### config.mk
export PLATFORM = sky130hd
export DESIGN_NAME = fbpm_mapper
export DESIGN_NICKNAME = d
export VERILOG_FILES = /design/src/verilog/fbpm_pkg.sv /design/src/verilog/fbpm_mapper.sv /design/src/verilog/fbpm_fifo.sv
export SDC_FILE = /design/constraint.sdc
export NUM_CORES = 1
export LEC_CHECK = 0
export BUFFER_PORTS_ARGS = -buffer_cell sky130_fd_sc_hd__buf_2
export CORE_MARGIN = 8
export CORE_UTILIZATION = 47
export CTS_CLUSTER_SIZE = 14
export DETAILED_ROUTE_END_ITERATION = 8
export PLACE_DENSITY_LB_ADDON = 0.15
export SYNTH_ARGS = -nofsm -noshare
export SYNTH_HDL_FRONTEND = slang
export SYNTH_SLANG_ARGS = --single-unit
### constraint.sdc
create_clock -name clk -period 3.95 [get_ports clk]
set_clock_uncertainty 0.05 [all_clocks]
set_input_delay 0.395 -clock clk [delete_from_list [all_inputs] [get_ports clk]]
set_output_delay 0.395 -clock clk [all_outputs]
set_load 0.005 [all_outputs]
### src/verilog/fbpm_pkg.sv
// shared constants of the process image mapper
package fbpm_pkg;

  // terminal strip make-up; every analog terminal has two 16-bit channels
  localparam int AO_TERMS = 2;
  localparam int AO_CH = AO_TERMS * 2;
  localparam int AO_BYTES = AO_TERMS * 4;
  localparam int DO_N = 10;
  localparam int DO_BYTES = (DO_N + 7) / 8;
  localparam int OUT_BYTES = AO_BYTES + DO_BYTES;
  localparam int AI_TERMS = 2;
  localparam int AI_CH = AI_TERMS * 2;
  localparam int AI_BYTES = AI_TERMS * 4;
  localparam int DI_N = 12;
  localparam int DI_BYTES = (DI_N + 7) / 8;
  localparam int IN_BYTES = AI_BYTES + DI_BYTES + 1;

  // 11-bit identifier layout
  localparam int ID_W = 11;
  localparam int ID_PFX_LSB = 9;
  localparam int ID_NODE_LSB = 3;
  localparam int NODE_W = 6;
  localparam logic [1:0] ID_GRP2_PFX = 2'h2;
  localparam logic [2:0] CODE_STROBE = 3'h0;
  localparam logic [2:0] CODE_TX = 3'h3;
  localparam logic [2:0] CODE_EXPL = 3'h4;
  localparam logic [2:0] CODE_POLL = 3'h5;
  localparam logic [2:0] CODE_CONN = 3'h6;
  localparam logic [2:0] CODE_DUP = 3'h7;
  localparam logic [5:0] NODE_MAX = 6'h3F;

  // status byte values
  localparam logic [7:0] STATUS_OK = 8'h00;
  localparam logic [7:0] STATUS_ERR = 8'h01;

  // timing
  localparam int CLK_NS = 8;
  localparam int BIT_NS_125 = 8000;
  localparam int BIT_NS_250 = 4000;
  localparam int BIT_NS_500 = 2000;
  localparam int BIT_CYC_125 = BIT_NS_125 / CLK_NS;
  localparam int BIT_CYC_250 = BIT_NS_250 / CLK_NS;
  localparam int BIT_CYC_500 = BIT_NS_500 / CLK_NS;
  localparam logic [11:0] THR_500 = 12'((BIT_CYC_500 + BIT_CYC_250) / 2);
  localparam logic [11:0] THR_250 = 12'((BIT_CYC_250 + BIT_CYC_125) / 2);
  localparam logic [11:0] THR_125 = 12'(BIT_CYC_125 + BIT_CYC_125 / 2);
  localparam logic [11:0] MIN_RUN_INIT = 12'hFFF;
  localparam int TICK_US = 1000;
  localparam int TICK_CYC = TICK_US * 1000 / CLK_NS;
  localparam logic [15:0] WDOG_MS = 16'h0064;

  // receive fifo
  localparam int RX_WORD_W = 10;
  localparam int RX_FIFO_DEPTH = 16;

  // detected bit rate
  typedef enum logic [1:0] {
    BAUD_125 = 2'b00,
    BAUD_250 = 2'b01,
    BAUD_500 = 2'b10
  } fbpm_baud_type;

  // reply sender states
  typedef enum logic [1:0] {
    TX_IDLE = 2'b00,
    TX_WAIT = 2'b01,
    TX_SEND = 2'b10
  } fbpm_tx_state_type;

endpackage : fbpm_pkg

### src/verilog/fbpm_mapper.sv
`timescale 1ns/1ps
// Summary of operation
// - output object: analog bytes first, then digital
// - each analog output channel takes two bytes
// - four bytes per analog terminal, strip order
// - each digital byte drives eight outputs, bit order
// - surplus bits of last output byte dropped
// - input object: analog, digital, then status byte
// - four bytes per analog input terminal
// - eight digital inputs per byte, spare bits zero
// - status byte 0 without fault, 1 after error
// - node address 0..63 from decimal switches
// - bit rate detected automatically, three rates
// - poll object answered with input object
// - send input object when its content changes
// - send input object each cycle interval
// - strobe broadcast answered with input object
// - parameters only via separate explicit messages
// - only group 2 identifiers for own node, strobe with any node field
// - code 7 duplicate check, code 6 connection
// - transmit only on idle bus, arbitration restart
// - on link loss clear digital, analog to fallback
module fbpm_mapper import fbpm_pkg::*; #(
  parameter int unsigned TICK_CYCLES = TICK_CYC
) (
  input wire logic clk,
  input wire logic rst_b,
  input wire logic can_rx_pin,
  input wire logic [3:0] node_tens_sw,
  input wire logic [3:0] node_ones_sw,
  input wire logic rx_valid,
  output logic rx_ready,
  input wire logic [ID_W-1:0] rx_id,
  input wire logic [7:0] rx_data,
  input wire logic rx_last,
  input wire logic bus_idle,
  input wire logic bus_fault,
  output logic tx_valid,
  input wire logic tx_ready,
  output logic [ID_W-1:0] tx_id,
  output logic [7:0] tx_data,
  output logic tx_last,
  input wire logic tx_lost,
  output logic expl_frame,
  output logic conn_mgmt_frame,
  output logic dup_check_frame,
  output logic [NODE_W-1:0] node_identifier,
  output logic [1:0] baud_sel,
  output logic baud_ok,
  input wire logic cyc_en,
  input wire logic change_triggered_exchange,
  input wire logic [15:0] cyc_interval_ms,
  input wire logic [AO_CH*16-1:0] ao_fallback,
  output logic [AO_CH*16-1:0] ao_value,
  output logic [DO_N-1:0] do_bits,
  input wire logic [AI_CH*16-1:0] ai_value,
  input wire logic [DI_N-1:0] di_pins,
  input wire logic strip_fault,
  output logic io_run_led,
  output logic io_err_led,
  output logic link_ok
);

  // all state of the mapper
  typedef struct packed {
    logic can_s1; // bus level synchroniser, first stage
    logic can_s2; // bus level synchroniser, second stage
    logic can_prev; // last synchronised level
    logic [11:0] run_cnt; // length of current level run
    logic [11:0] min_run; // shortest run seen so far
    fbpm_baud_type baud; // classified bit rate
    logic baud_ok; // a rate has been recognised
    logic [7:0] sw_s1; // switch synchroniser, first stage
    logic [7:0] sw_s2; // switch synchroniser, second stage
    logic [NODE_W-1:0] node; // node address
    logic [DI_N-1:0] di_s1; // digital input synchroniser, first stage
    logic [DI_N-1:0] di_s2; // digital input synchroniser, second stage
    logic [3:0] rx_cnt; // byte index inside output object
    logic [OUT_BYTES-1:0][7:0] stage; // output object being assembled
    logic [AO_CH*16-1:0] ao; // applied analog outputs
    logic [DO_N-1:0] dout; // applied digital outputs
    logic link_ok; // exchange alive
    logic err; // sticky strip error
    logic [31:0] tick_cnt; // millisecond prescaler
    logic [15:0] wd_ms; // time since last good object
    logic [15:0] cyc_ms; // time inside cycle interval
    logic reply_pend; // poll or strobe awaiting answer
    logic cyc_pend; // cycle interval expired
    fbpm_tx_state_type tx_st; // reply sender state
    logic [3:0] tx_idx; // byte being sent
    logic [IN_BYTES-1:0][7:0] tx_img; // input object being sent
    logic [IN_BYTES-1:0][7:0] sent_img; // last input object sent
    logic tx_valid; // byte offered to controller
    logic tx_last; // offered byte ends object
    logic [7:0] tx_data; // offered byte
    logic [ID_W-1:0] tx_id; // identifier of reply
    logic expl_p; // explicit message pulse
    logic conn_p; // connection management pulse
    logic dup_p; // duplicate address check pulse
  } fbpm_map_state_type;

  fbpm_map_state_type st_r; // registered state
  fbpm_map_state_type st_nxt; // next state

  logic [1:0] id_pfx; // top identifier bits
  logic [NODE_W-1:0] id_node; // node field of identifier
  logic [2:0] id_code; // message code of identifier
  logic grp2; // identifier is group 2
  logic to_me; // node field matches own address
  logic to_fifo; // frame carries process data
  logic fifo_in_valid; // byte pushed into fifo
  logic fifo_in_ready; // fifo has room
  logic [RX_WORD_W-1:0] fifo_in_data; // {strobe, last, byte}
  logic fifo_out_valid; // fifo holds a byte
  logic fifo_out_ready; // mapper takes a byte
  logic [RX_WORD_W-1:0] fifo_out_data; // head of fifo
  logic [IN_BYTES-1:0][7:0] cur_img; // live input object
  logic [7:0] status_byte; // trailing status
  logic [7:0] node_sum; // decoded switch value
  logic tick; // one millisecond elapsed

  // identifier decode in front of the fifo
  assign id_pfx = rx_id[ID_W-1:ID_PFX_LSB];
  assign id_node = rx_id[ID_NODE_LSB +: NODE_W];
  assign id_code = rx_id[2:0];
  assign grp2 = (id_pfx == ID_GRP2_PFX);
  assign to_me = (id_node == st_r.node);
  // strobe is a broadcast, its node field names the master
  assign to_fifo = grp2 && ((id_code == CODE_POLL && to_me) || id_code == CODE_STROBE);
  assign fifo_in_valid = rx_valid && to_fifo;
  assign fifo_in_data = {id_code == CODE_STROBE, rx_last, rx_data};
  // frames for others or for other handlers are never stalled
  assign rx_ready = to_fifo ? fifo_in_ready : 1'b1;
  // drain stops while a reply is owed, so the fifo really fills
  assign fifo_out_ready = (st_r.tx_st == TX_IDLE) && !st_r.reply_pend;

  fbpm_fifo #(
    .WIDTH(RX_WORD_W),
    .DEPTH(RX_FIFO_DEPTH)
  ) u_rx_fifo (
    .clk(clk),
    .rst_b(rst_b),
    .in_valid(fifo_in_valid),
    .in_ready(fifo_in_ready),
    .in_data(fifo_in_data),
    .out_valid(fifo_out_valid),
    .out_ready(fifo_out_ready),
    .out_data(fifo_out_data)
  );

  // live input object: analog, digital packed, status last
  assign status_byte = st_r.err ? STATUS_ERR : STATUS_OK;
  assign cur_img = {status_byte, {(DI_BYTES*8-DI_N){1'b0}}, st_r.di_s2, ai_value};
  // tens times ten plus ones
  assign node_sum = 8'({4'h0, st_r.sw_s2[7:4]} * 8'h0A) + {4'h0, st_r.sw_s2[3:0]};
  assign tick = (st_r.tick_cnt == 32'(TICK_CYCLES - 1));

  // next state
  always_comb begin
    st_nxt = st_r;
    st_nxt.expl_p = 1'b0;
    st_nxt.conn_p = 1'b0;
    st_nxt.dup_p = 1'b0;

    // pin synchronisers
    st_nxt.can_s1 = can_rx_pin;
    st_nxt.can_s2 = st_r.can_s1;
    st_nxt.sw_s1 = {node_tens_sw, node_ones_sw};
    st_nxt.sw_s2 = st_r.sw_s1;
    st_nxt.di_s1 = di_pins;
    st_nxt.di_s2 = st_r.di_s1;

    // node address, values past the top clamp to the top
    st_nxt.node = (node_sum > {2'h0, NODE_MAX}) ? NODE_MAX : node_sum[NODE_W-1:0];

    // shortest level run gives the bit time; a glitch would spoil it, so
    // the controller's filter should sit before this pin
    st_nxt.can_prev = st_r.can_s2;
    if (st_r.can_s2 != st_r.can_prev) begin
      if (st_r.run_cnt < st_r.min_run) begin
        st_nxt.min_run = st_r.run_cnt;
      end
      st_nxt.run_cnt = 12'h001;
    end else if (st_r.run_cnt != 12'hFFF) begin
      st_nxt.run_cnt = st_r.run_cnt + 12'h001;
    end
    st_nxt.baud_ok = (st_r.min_run <= THR_125);
    if (st_r.min_run <= THR_500) begin
      st_nxt.baud = BAUD_500;
    end else if (st_r.min_run <= THR_250) begin
      st_nxt.baud = BAUD_250;
    end else begin
      st_nxt.baud = BAUD_125;
    end

    // sticky strip error
    if (strip_fault) begin
      st_nxt.err = 1'b1;
    end

    // millisecond prescaler
    st_nxt.tick_cnt = tick ? 32'h0 : st_r.tick_cnt + 32'h1;

    // group 2 codes 4, 6 and 7 for this node are flagged to their own handlers
    if (rx_valid && rx_last && grp2 && to_me) begin
      st_nxt.expl_p = (id_code == CODE_EXPL);
      st_nxt.conn_p = (id_code == CODE_CONN);
      st_nxt.dup_p = (id_code == CODE_DUP);
    end

    // watchdog and external fault drop the link
    if (tick && st_r.link_ok) begin
      if (st_r.wd_ms >= WDOG_MS - 16'h1) begin
        st_nxt.link_ok = 1'b0;
      end else begin
        st_nxt.wd_ms = st_r.wd_ms + 16'h1;
      end
    end
    if (bus_fault) begin
      st_nxt.link_ok = 1'b0;
    end

    // cycle interval
    if (!cyc_en) begin
      st_nxt.cyc_ms = 16'h0;
    end else if (tick) begin
      if (st_r.cyc_ms >= cyc_interval_ms - 16'h1 || cyc_interval_ms == 16'h0) begin
        st_nxt.cyc_ms = 16'h0;
      end else begin
        st_nxt.cyc_ms = st_r.cyc_ms + 16'h1;
      end
    end

    // reply sender
    unique case (st_r.tx_st)
      TX_IDLE: begin
        if (st_r.reply_pend || st_r.cyc_pend
            || (change_triggered_exchange && cur_img != st_r.sent_img)) begin
          st_nxt.tx_img = cur_img;
          st_nxt.sent_img = cur_img;
          st_nxt.reply_pend = 1'b0;
          st_nxt.cyc_pend = 1'b0;
          st_nxt.tx_st = TX_WAIT;
        end
      end
      TX_WAIT: begin
        // only start on a free bus
        if (bus_idle) begin
          st_nxt.tx_idx = 4'h0;
          st_nxt.tx_data = st_r.tx_img[0];
          st_nxt.tx_last = (IN_BYTES == 1);
          st_nxt.tx_id = {ID_GRP2_PFX, st_r.node, CODE_TX};
          st_nxt.tx_valid = 1'b1;
          st_nxt.tx_st = TX_SEND;
        end
      end
      TX_SEND: begin
        if (tx_lost) begin
          // lost arbitration: withdraw and offer the object again
          st_nxt.tx_valid = 1'b0;
          st_nxt.tx_st = TX_WAIT;
        end else if (tx_ready) begin
          if (st_r.tx_last) begin
            st_nxt.tx_valid = 1'b0;
            st_nxt.tx_last = 1'b0;
            st_nxt.tx_st = TX_IDLE;
          end else begin
            st_nxt.tx_idx = st_r.tx_idx + 4'h1;
            st_nxt.tx_data = st_r.tx_img[st_r.tx_idx + 4'h1];
            st_nxt.tx_last = (st_r.tx_idx + 4'h1 == 4'(IN_BYTES - 1));
          end
        end
      end
      default: begin
        st_nxt.tx_valid = 1'b0;
        st_nxt.tx_st = TX_IDLE;
      end
    endcase

    // new requests set after the clears above, so none is lost
    if (cyc_en && tick && (st_r.cyc_ms >= cyc_interval_ms - 16'h1 || cyc_interval_ms == 16'h0)) begin
      st_nxt.cyc_pend = 1'b1;
    end

    // process data from the fifo
    if (fifo_out_valid && fifo_out_ready) begin
      if (fifo_out_data[9]) begin
        if (fifo_out_data[8]) begin
          st_nxt.reply_pend = 1'b1;
        end
      end else begin
        // bytes collected in arrival order: analog first, then digital
        if (st_r.rx_cnt < 4'(OUT_BYTES)) begin
          st_nxt.stage[st_r.rx_cnt] = fifo_out_data[7:0];
        end
        if (st_r.rx_cnt != 4'hF) begin
          st_nxt.rx_cnt = st_r.rx_cnt + 4'h1;
        end
        if (fifo_out_data[8]) begin
          st_nxt.rx_cnt = 4'h0;
          st_nxt.reply_pend = 1'b1;
          // a wrong length object is answered but not applied
          if (st_r.rx_cnt == 4'(OUT_BYTES - 1)) begin
            // whole object in hand: update every output at once
            st_nxt.ao = st_nxt.stage[AO_BYTES-1:0];
            st_nxt.dout = DO_N'(st_nxt.stage[OUT_BYTES-1:AO_BYTES]);
            st_nxt.link_ok = 1'b1;
            st_nxt.wd_ms = 16'h0;
          end
        end
      end
    end

    // safe outputs while the link is down; counters elsewhere are untouched
    if (!st_nxt.link_ok) begin
      st_nxt.ao = ao_fallback;
      st_nxt.dout = '0;
    end
  end

  // register the state
  always_ff @(posedge clk or negedge rst_b) begin
    if (!rst_b) begin
      st_r <= '0;
      st_r.can_s1 <= 1'b1;
      st_r.can_s2 <= 1'b1;
      st_r.can_prev <= 1'b1;
      st_r.min_run <= MIN_RUN_INIT;
    end else begin
      st_r <= st_nxt;
    end
  end

  // outputs straight from the state
  assign tx_valid = st_r.tx_valid;
  assign tx_id = st_r.tx_id;
  assign tx_data = st_r.tx_data;
  assign tx_last = st_r.tx_last;
  assign expl_frame = st_r.expl_p;
  assign conn_mgmt_frame = st_r.conn_p;
  assign dup_check_frame = st_r.dup_p;
  assign node_identifier = st_r.node;
  assign baud_sel = st_r.baud;
  assign baud_ok = st_r.baud_ok;
  assign ao_value = st_r.ao;
  assign do_bits = st_r.dout;
  assign io_run_led = !st_r.err;
  assign io_err_led = st_r.err;
  assign link_ok = st_r.link_ok;

endmodule : fbpm_mapper

### src/verilog/fbpm_fifo.sv
`timescale 1ns/1ps
// synchronous fifo, depth must be a power of two
module fbpm_fifo import fbpm_pkg::*; #(
  parameter int unsigned WIDTH = RX_WORD_W,
  parameter int unsigned DEPTH = RX_FIFO_DEPTH
) (
  input wire logic clk,
  input wire logic rst_b,
  input wire logic in_valid,
  output logic in_ready,
  input wire logic [WIDTH-1:0] in_data,
  output logic out_valid,
  input wire logic out_ready,
  output logic [WIDTH-1:0] out_data
);

  localparam int unsigned AW = $clog2(DEPTH);

  // storage plus pointers with one wrap bit each
  typedef struct packed {
    logic [DEPTH-1:0][WIDTH-1:0] mem;
    logic [AW:0] wr;
    logic [AW:0] rd;
  } fbpm_fifo_state_type;

  fbpm_fifo_state_type st_r; // registered state
  fbpm_fifo_state_type st_nxt; // next state
  logic full; // wrap bits differ, indices equal
  logic empty; // pointers equal

  assign full = (st_r.wr[AW] != st_r.rd[AW]) && (st_r.wr[AW-1:0] == st_r.rd[AW-1:0]);
  assign empty = (st_r.wr == st_r.rd);
  assign in_ready = !full;
  assign out_valid = !empty;
  assign out_data = st_r.mem[st_r.rd[AW-1:0]];

  // push and pop may happen in the same cycle
  always_comb begin
    st_nxt = st_r;
    if (in_valid && !full) begin
      st_nxt.mem[st_r.wr[AW-1:0]] = in_data;
      st_nxt.wr = st_r.wr + 1'b1;
    end
    if (out_ready && !empty) begin
      st_nxt.rd = st_r.rd + 1'b1;
    end
  end

  // register the state
  always_ff @(posedge clk or negedge rst_b) begin
    if (!rst_b) begin
      st_r <= '0;
    end else begin
      st_r <= st_nxt;
    end
  end

endmodule : fbpm_fifo

Yosys cells after proc, flatten, opt, wreduce, memory -nomap -nowiden

Index checks and enable logic that the tools add are counted.

Register bits: 584
Input bits: 195
Word-level logic and storage cells: 233

Add/subtract/negate cells: 10
Multipliers: 1
$lt $le $gt $ge: 14
Eq/ne operators: 30
Mux-type cells: 61
Bitwise gates (word level): 2
Reduce and logical (&&, ||, !) cells: 44

Operators with widths:

| operator                | count |
|---|---|
| $mux W75                | 4 |
| $bwmux W160             | 1 |
| $mux W74                | 2 |
| $mux W16                | 9 |
| $ne A77 B84 Y1          | 1 |
| $bwmux W80              | 1 |
| $bmux W10 S4            | 1 |
| $demux W10 S4           | 1 |
| $add A16 B1 Y16 const B | 2 |
| $add A32 B1 Y32 const B | 1 |
| $bmux W8 S4             | 1 |
| $demux W8 S4            | 1 |
| $eq A32 B17 Y1 const B  | 1 |
| $mux W32                | 1 |
| $mux W10                | 3 |
| $mux W12                | 2 |
| $mux W8                 | 3 |
| $mux W21                | 1 |
| $lt A4 B5 Y1 const B    | 4 |
| $mux W4                 | 5 |
| $mux W6                 | 3 |
| $pmux W9 S2             | 1 |
| $ge A16 B16 Y1          | 1 |
| $ge A16 B7 Y1 const B   | 1 |
| other kinds (45)        | 111 |

Longest topological paths before layout

Word-level depth: 12
Gate-level depth with buffers: 14
Mapped depth without buffers: 13

Cells and area by module

From an unflattened synthesis, not the netlist that was laid out.

Cell total of the unflattened synthesis: 2609
Area, all modules: 29925.0 um^2

By module, submodules not included:

| module      | times used | cells an instance | area an instance (um^2) | seq. area each (um^2) |
|---|---|---|---|---|
| fbpm_mapper | 1          | 2101              | 21898.5                 | 10003.3 |
| fbpm_fifo   | 1          | 508               | 8026.4                  | 4254.1 |

Least setup slack after synthesis

OpenSTA, ideal clock, no wires.

Path type: input to register
Start point: in cyc_interval_ms[7]
End point: reg st_r[208] in the netlist's numbering
Data arrival time: 2.790 ns
Required time: 3.780 ns
Setup slack: 0.990 ns
Stages on the path: 12
Buffers on the path: 1
Cells stage by stage: nor4_1 > nand3_1 > nor4_1 > nand2_1 > xor2_1 > ha_1 > nand2_1 > o21a_1 > o31a_1 > and3_1 > clkbuf_1 > a31o_2

Longest elaborated chain between the ends: 6
Elaborated cells on any way between the ends: 7
Classes of those cells: add/sub (1); order compare (1); mux (3); reduce/logical (2)

Ends and longest elaborated chain:

| element              | RTL line           | text |
|---|---|---|
| start, declared      | fbpm_mapper.sv:52  | `input wire logic [15:0] cyc_interval_ms,` |
| $sub A16 B1 Y16      | fbpm_mapper.sv:227 | `if (st_r.cyc_ms >= cyc_interval_ms - 16'h1 \|\| cyc_interval_ms == 16'h0) begin` |
| $ge A16 B16 Y1       | fbpm_mapper.sv:227 |  |
| $logic_or A1 B1 Y1 * | fbpm_mapper.sv:227 |  |
| $mux W16 *           | fbpm_mapper.sv:227 |  |
| $mux W16 *           | fbpm_mapper.sv:226 | `end else if (tick) begin` |
| $mux W16 *           | fbpm_mapper.sv:224 | `if (!cyc_en) begin` |
| end signal, assigned | fbpm_mapper.sv:330 | `st_r <= st_nxt;` |
| end, declared        | fbpm_mapper.sv:102 | `fbpm_map_state_type st_r;` |

Mark *: on every way between the ends. The rest lies on a longest branch, timed or not. The select of a mux whose other input is x is not followed.
A chain may end at the register's enable or synchronous reset.

==> qor.csv <==
metric,value,unit
status,completed,
finalCritPeriodShare,79.5,%
synthFlopType,dfrtp_1,
drc,0,
clock_latency,0.61,ns
globalRouteTotalUtil,20.2,%
hpwl,47.8,mm
synth-edff-count,0,
wl_met2,33.9,mm
synth-async-reset-ratio,100,%
wl_met3,3.38,mm
place.port_buffers,303,
cts.path.max_buffers,3,
grt_max_degree,102,
tns,0,ns
finalSetupViolCount,0,
final_common_cell,dfrtp_1,
hold_ws,0.0362,ns
cts-hold-fix-buffers,118,
first_pass_iters,6,
hold_path.class,in2reg,
cap_violations,0,
crit_path_top_delay_cell,dfrtp_1,
mostFrequentLayoutCells,"553 x dfrtp_1, 302 x buf_2, 263 x mux2_2",
clk_pin_slew,0.06,ns
yosys_warnings,0,
dr.first_iter.drc_count,1127,
fmax,319,MHz
worst-setup-path-type,reg2reg,
slew_violations,0,
core-area,59000,µm²
worstMarginPinSlew,0.968,ns
synth_seq_cells,569,
drtAntennaViolNets,0,
cts_tree,yes,
first_global_vias,20049,
rows,89,
dieArea,67800,µm²
wirelength,69.9,mm
ios,306,
grt.overflow.total,0,
r2r_slack,0.81,ns
path_max_fanout,56,
grt_pass1_wl,110,mm
cts.sinks,569,
cts_buffers,61,
via_count,19160,
met1_length,30.8,mm
powerDensity,598,nW/µm²
cts_root_buf,clkbuf_16,
viasPerCell,5.47,
cts_resized,0,
vdd_ir_drop_max,0.000444,V
rsz0062_at_grt,no,
fillers,4889,
synth_cells,2356,
antenna_found_initial,6,
htreeDepth,2,
ys_types,71,
hold_viol,0,
cts_setup_buffers,0,
required,4.39,ns
critPathCaptureType,flip-flop,
critPathTopFamily,simple AND/OR/NAND/NOR gates,
syn2layout_area_growth,18.6,%
power.total,19.9,mW
place_congestion,0.842,
syn_area,28100,µm²
synth-seq-area-share,50.8,%
fin_crit,3.14,ns
die_h,260,µm
p_leak,14.6,nW
slew_headroom,35.3,%
highest_layer,met4,
drive_above_1_share,30.5,%
cp.buffers_inverters,2,
die_w,260,µm
max_stage_delay,0.76,ns
cp.arrival,3.58,ns
cp-start-kind,flip-flop,
wire_per_inst,19.9,µm
initial_core_util,47.5,%
syn_area_per_cell,11.9,µm²
layout.nets,2921,
crit_chain,buf_4 -> mux4_2 -> a22oi_1 -> nand3_1 -> nand2_1 -> nor3_2 -> buf_12 -> or2_2,
## worst paths after layout
kind                                                    start                             end  depth (start not counted)
worst min-delay path                          ao_fallback[61]        ao_value[61]$_DFFE_PN0P_                          3
worst max register to register  u_rx_fifo.st_r[1]$_DFFE_PN0P_               link_ok$_DFF_PN0_                          8
min in group asynchronous                               rst_b           st_r[500]$_DFFE_PN0P_                          2
worst max-delay path            u_rx_fifo.st_r[1]$_DFFE_PN0P_               link_ok$_DFF_PN0_                          8
worst min register to register          st_nxt[433]$_DFF_PN0_           cur_img[65]$_DFF_PN0_                          0
max in group asynchronous                               rst_b  u_rx_fifo.st_r[14]$_DFFE_PN0P_                          3
## layer usage
metal | track usage, % | vias up
met5 | 0 | -
met4 | 6.18 | 0
met3 | 3.34 | 112
met2 | 33.3 | 460
met1 | 27.3 | 9683
li1 | - | 8905
## kinds of logic after synthesis
| logic type | after synthesis | share of synthesized area (%) |
|---|---|---|
| AO/OA/AOI/OAI | 279 | 5.80 |
| other | 1 | 0.0134 |
| multiplexers | 495 | 21.5 |
| flip-flops | 569 | 50.8 |
| XOR/XNOR | 157 | 4.90 |
| buffers and inverters | 256 | 4.94 |
| AND/OR/NAND/NOR | 547 | 9.66 |
| adder cells (fa/ha/maj) | 52 | 2.37 |
## per-stage QoR
| stage | util [%] | worst slack, ns | cells | cell area, µm² |
|---|---|---|---|---|
| after floorplan | - | 0.990 | 2357 | 28100 |
| after global placement | 50.5 | 0.513 | 3266 | 29800 |
| after detailed placement | 50.5 | 0.403 | 3266 | 29800 |
| after CTS | 56.3 | 0.769 | 3497 | 33300 |
| after global routing | 56.4 | 0.516 | 3503 | 33300 |
| final | 56.4 | 0.811 | 3504 | 33300 |
## registers in the layout (all words and copies together) (netlist names)
register	count
ao_value	64
baud_ok	1
baud_sel	2
conn_mgmt_frame	1
cur_img	12
do_bits	10
dup_check_frame	1
expl_frame	1
io_err_led	1
link_ok	1
node_identifier	6
st_nxt	22
st_r	260
tx_data	8
tx_id	7
tx_last	1
tx_valid	1
u_rx_fifo.st_r	170
## Yosys cell counts, types with 6 or more instances
cell type / count / area, µm²
mux4_2: 57 / 1280
nor4_1: 25 / 156
inv_1: 45 / 169
or2_2: 9 / 56.3
dfstp_2: 15 / 394
a21oi_1: 168 / 841
nor2_1: 195 / 732
xnor2_1: 114 / 998
dfrtp_1: 554 / 13900
buf_2: 25 / 125
clkbuf_1: 77 / 289
a22o_1: 12 / 105
buf_4: 103 / 773
a31oi_1: 6 / 37.5
o21ai_0: 44 / 220
nand4_1: 44 / 275
o211ai_1: 6 / 45.0
nand2_1: 114 / 428
nand3_1: 40 / 200
xor2_1: 43 / 377
mux2_4: 8 / 120
and3_1: 16 / 100
nor2b_1: 20 / 125
nor3_1: 26 / 130
or3_1: 7 / 43.8
mux2i_1: 167 / 1670
mux2_2: 263 / 2960
a21o_1: 6 / 45.0
nand2b_1: 11 / 68.8
ha_1: 50 / 626
## area by class of cell
type / instances / area [µm²] / area share, %
flip-flops and latches: 569 / 14300 / 42.9
clock inverters: 24 / 412 / 1.24
repair buffers: 464 / 3130 / 9.41
multi-input cells: 1532 / 12500 / 37.5
clock buffers: 89 / 1840 / 5.54
inverters: 46 / 173 / 0.519
well taps: 773 / 967 / 2.91
diodes: 7 / 17.5 / 0.0526
## report_power, final
| part | total, mW | switching [mW] | internal, mW |
|---|---|---|---|
| sequential | 7.96 | 0.985 | 6.97 |
| clock | 6.28 | 2.35 | 3.93 |
| combinational | 5.65 | 3.01 | 2.64 |
## tightest hold or removal path: cells and delay by family
family                 cells  cell delay [ns]
buffers and inverters      1             0.08
muxes                      2             0.17
No activity file was read; power rests on OpenSTA's default activity.
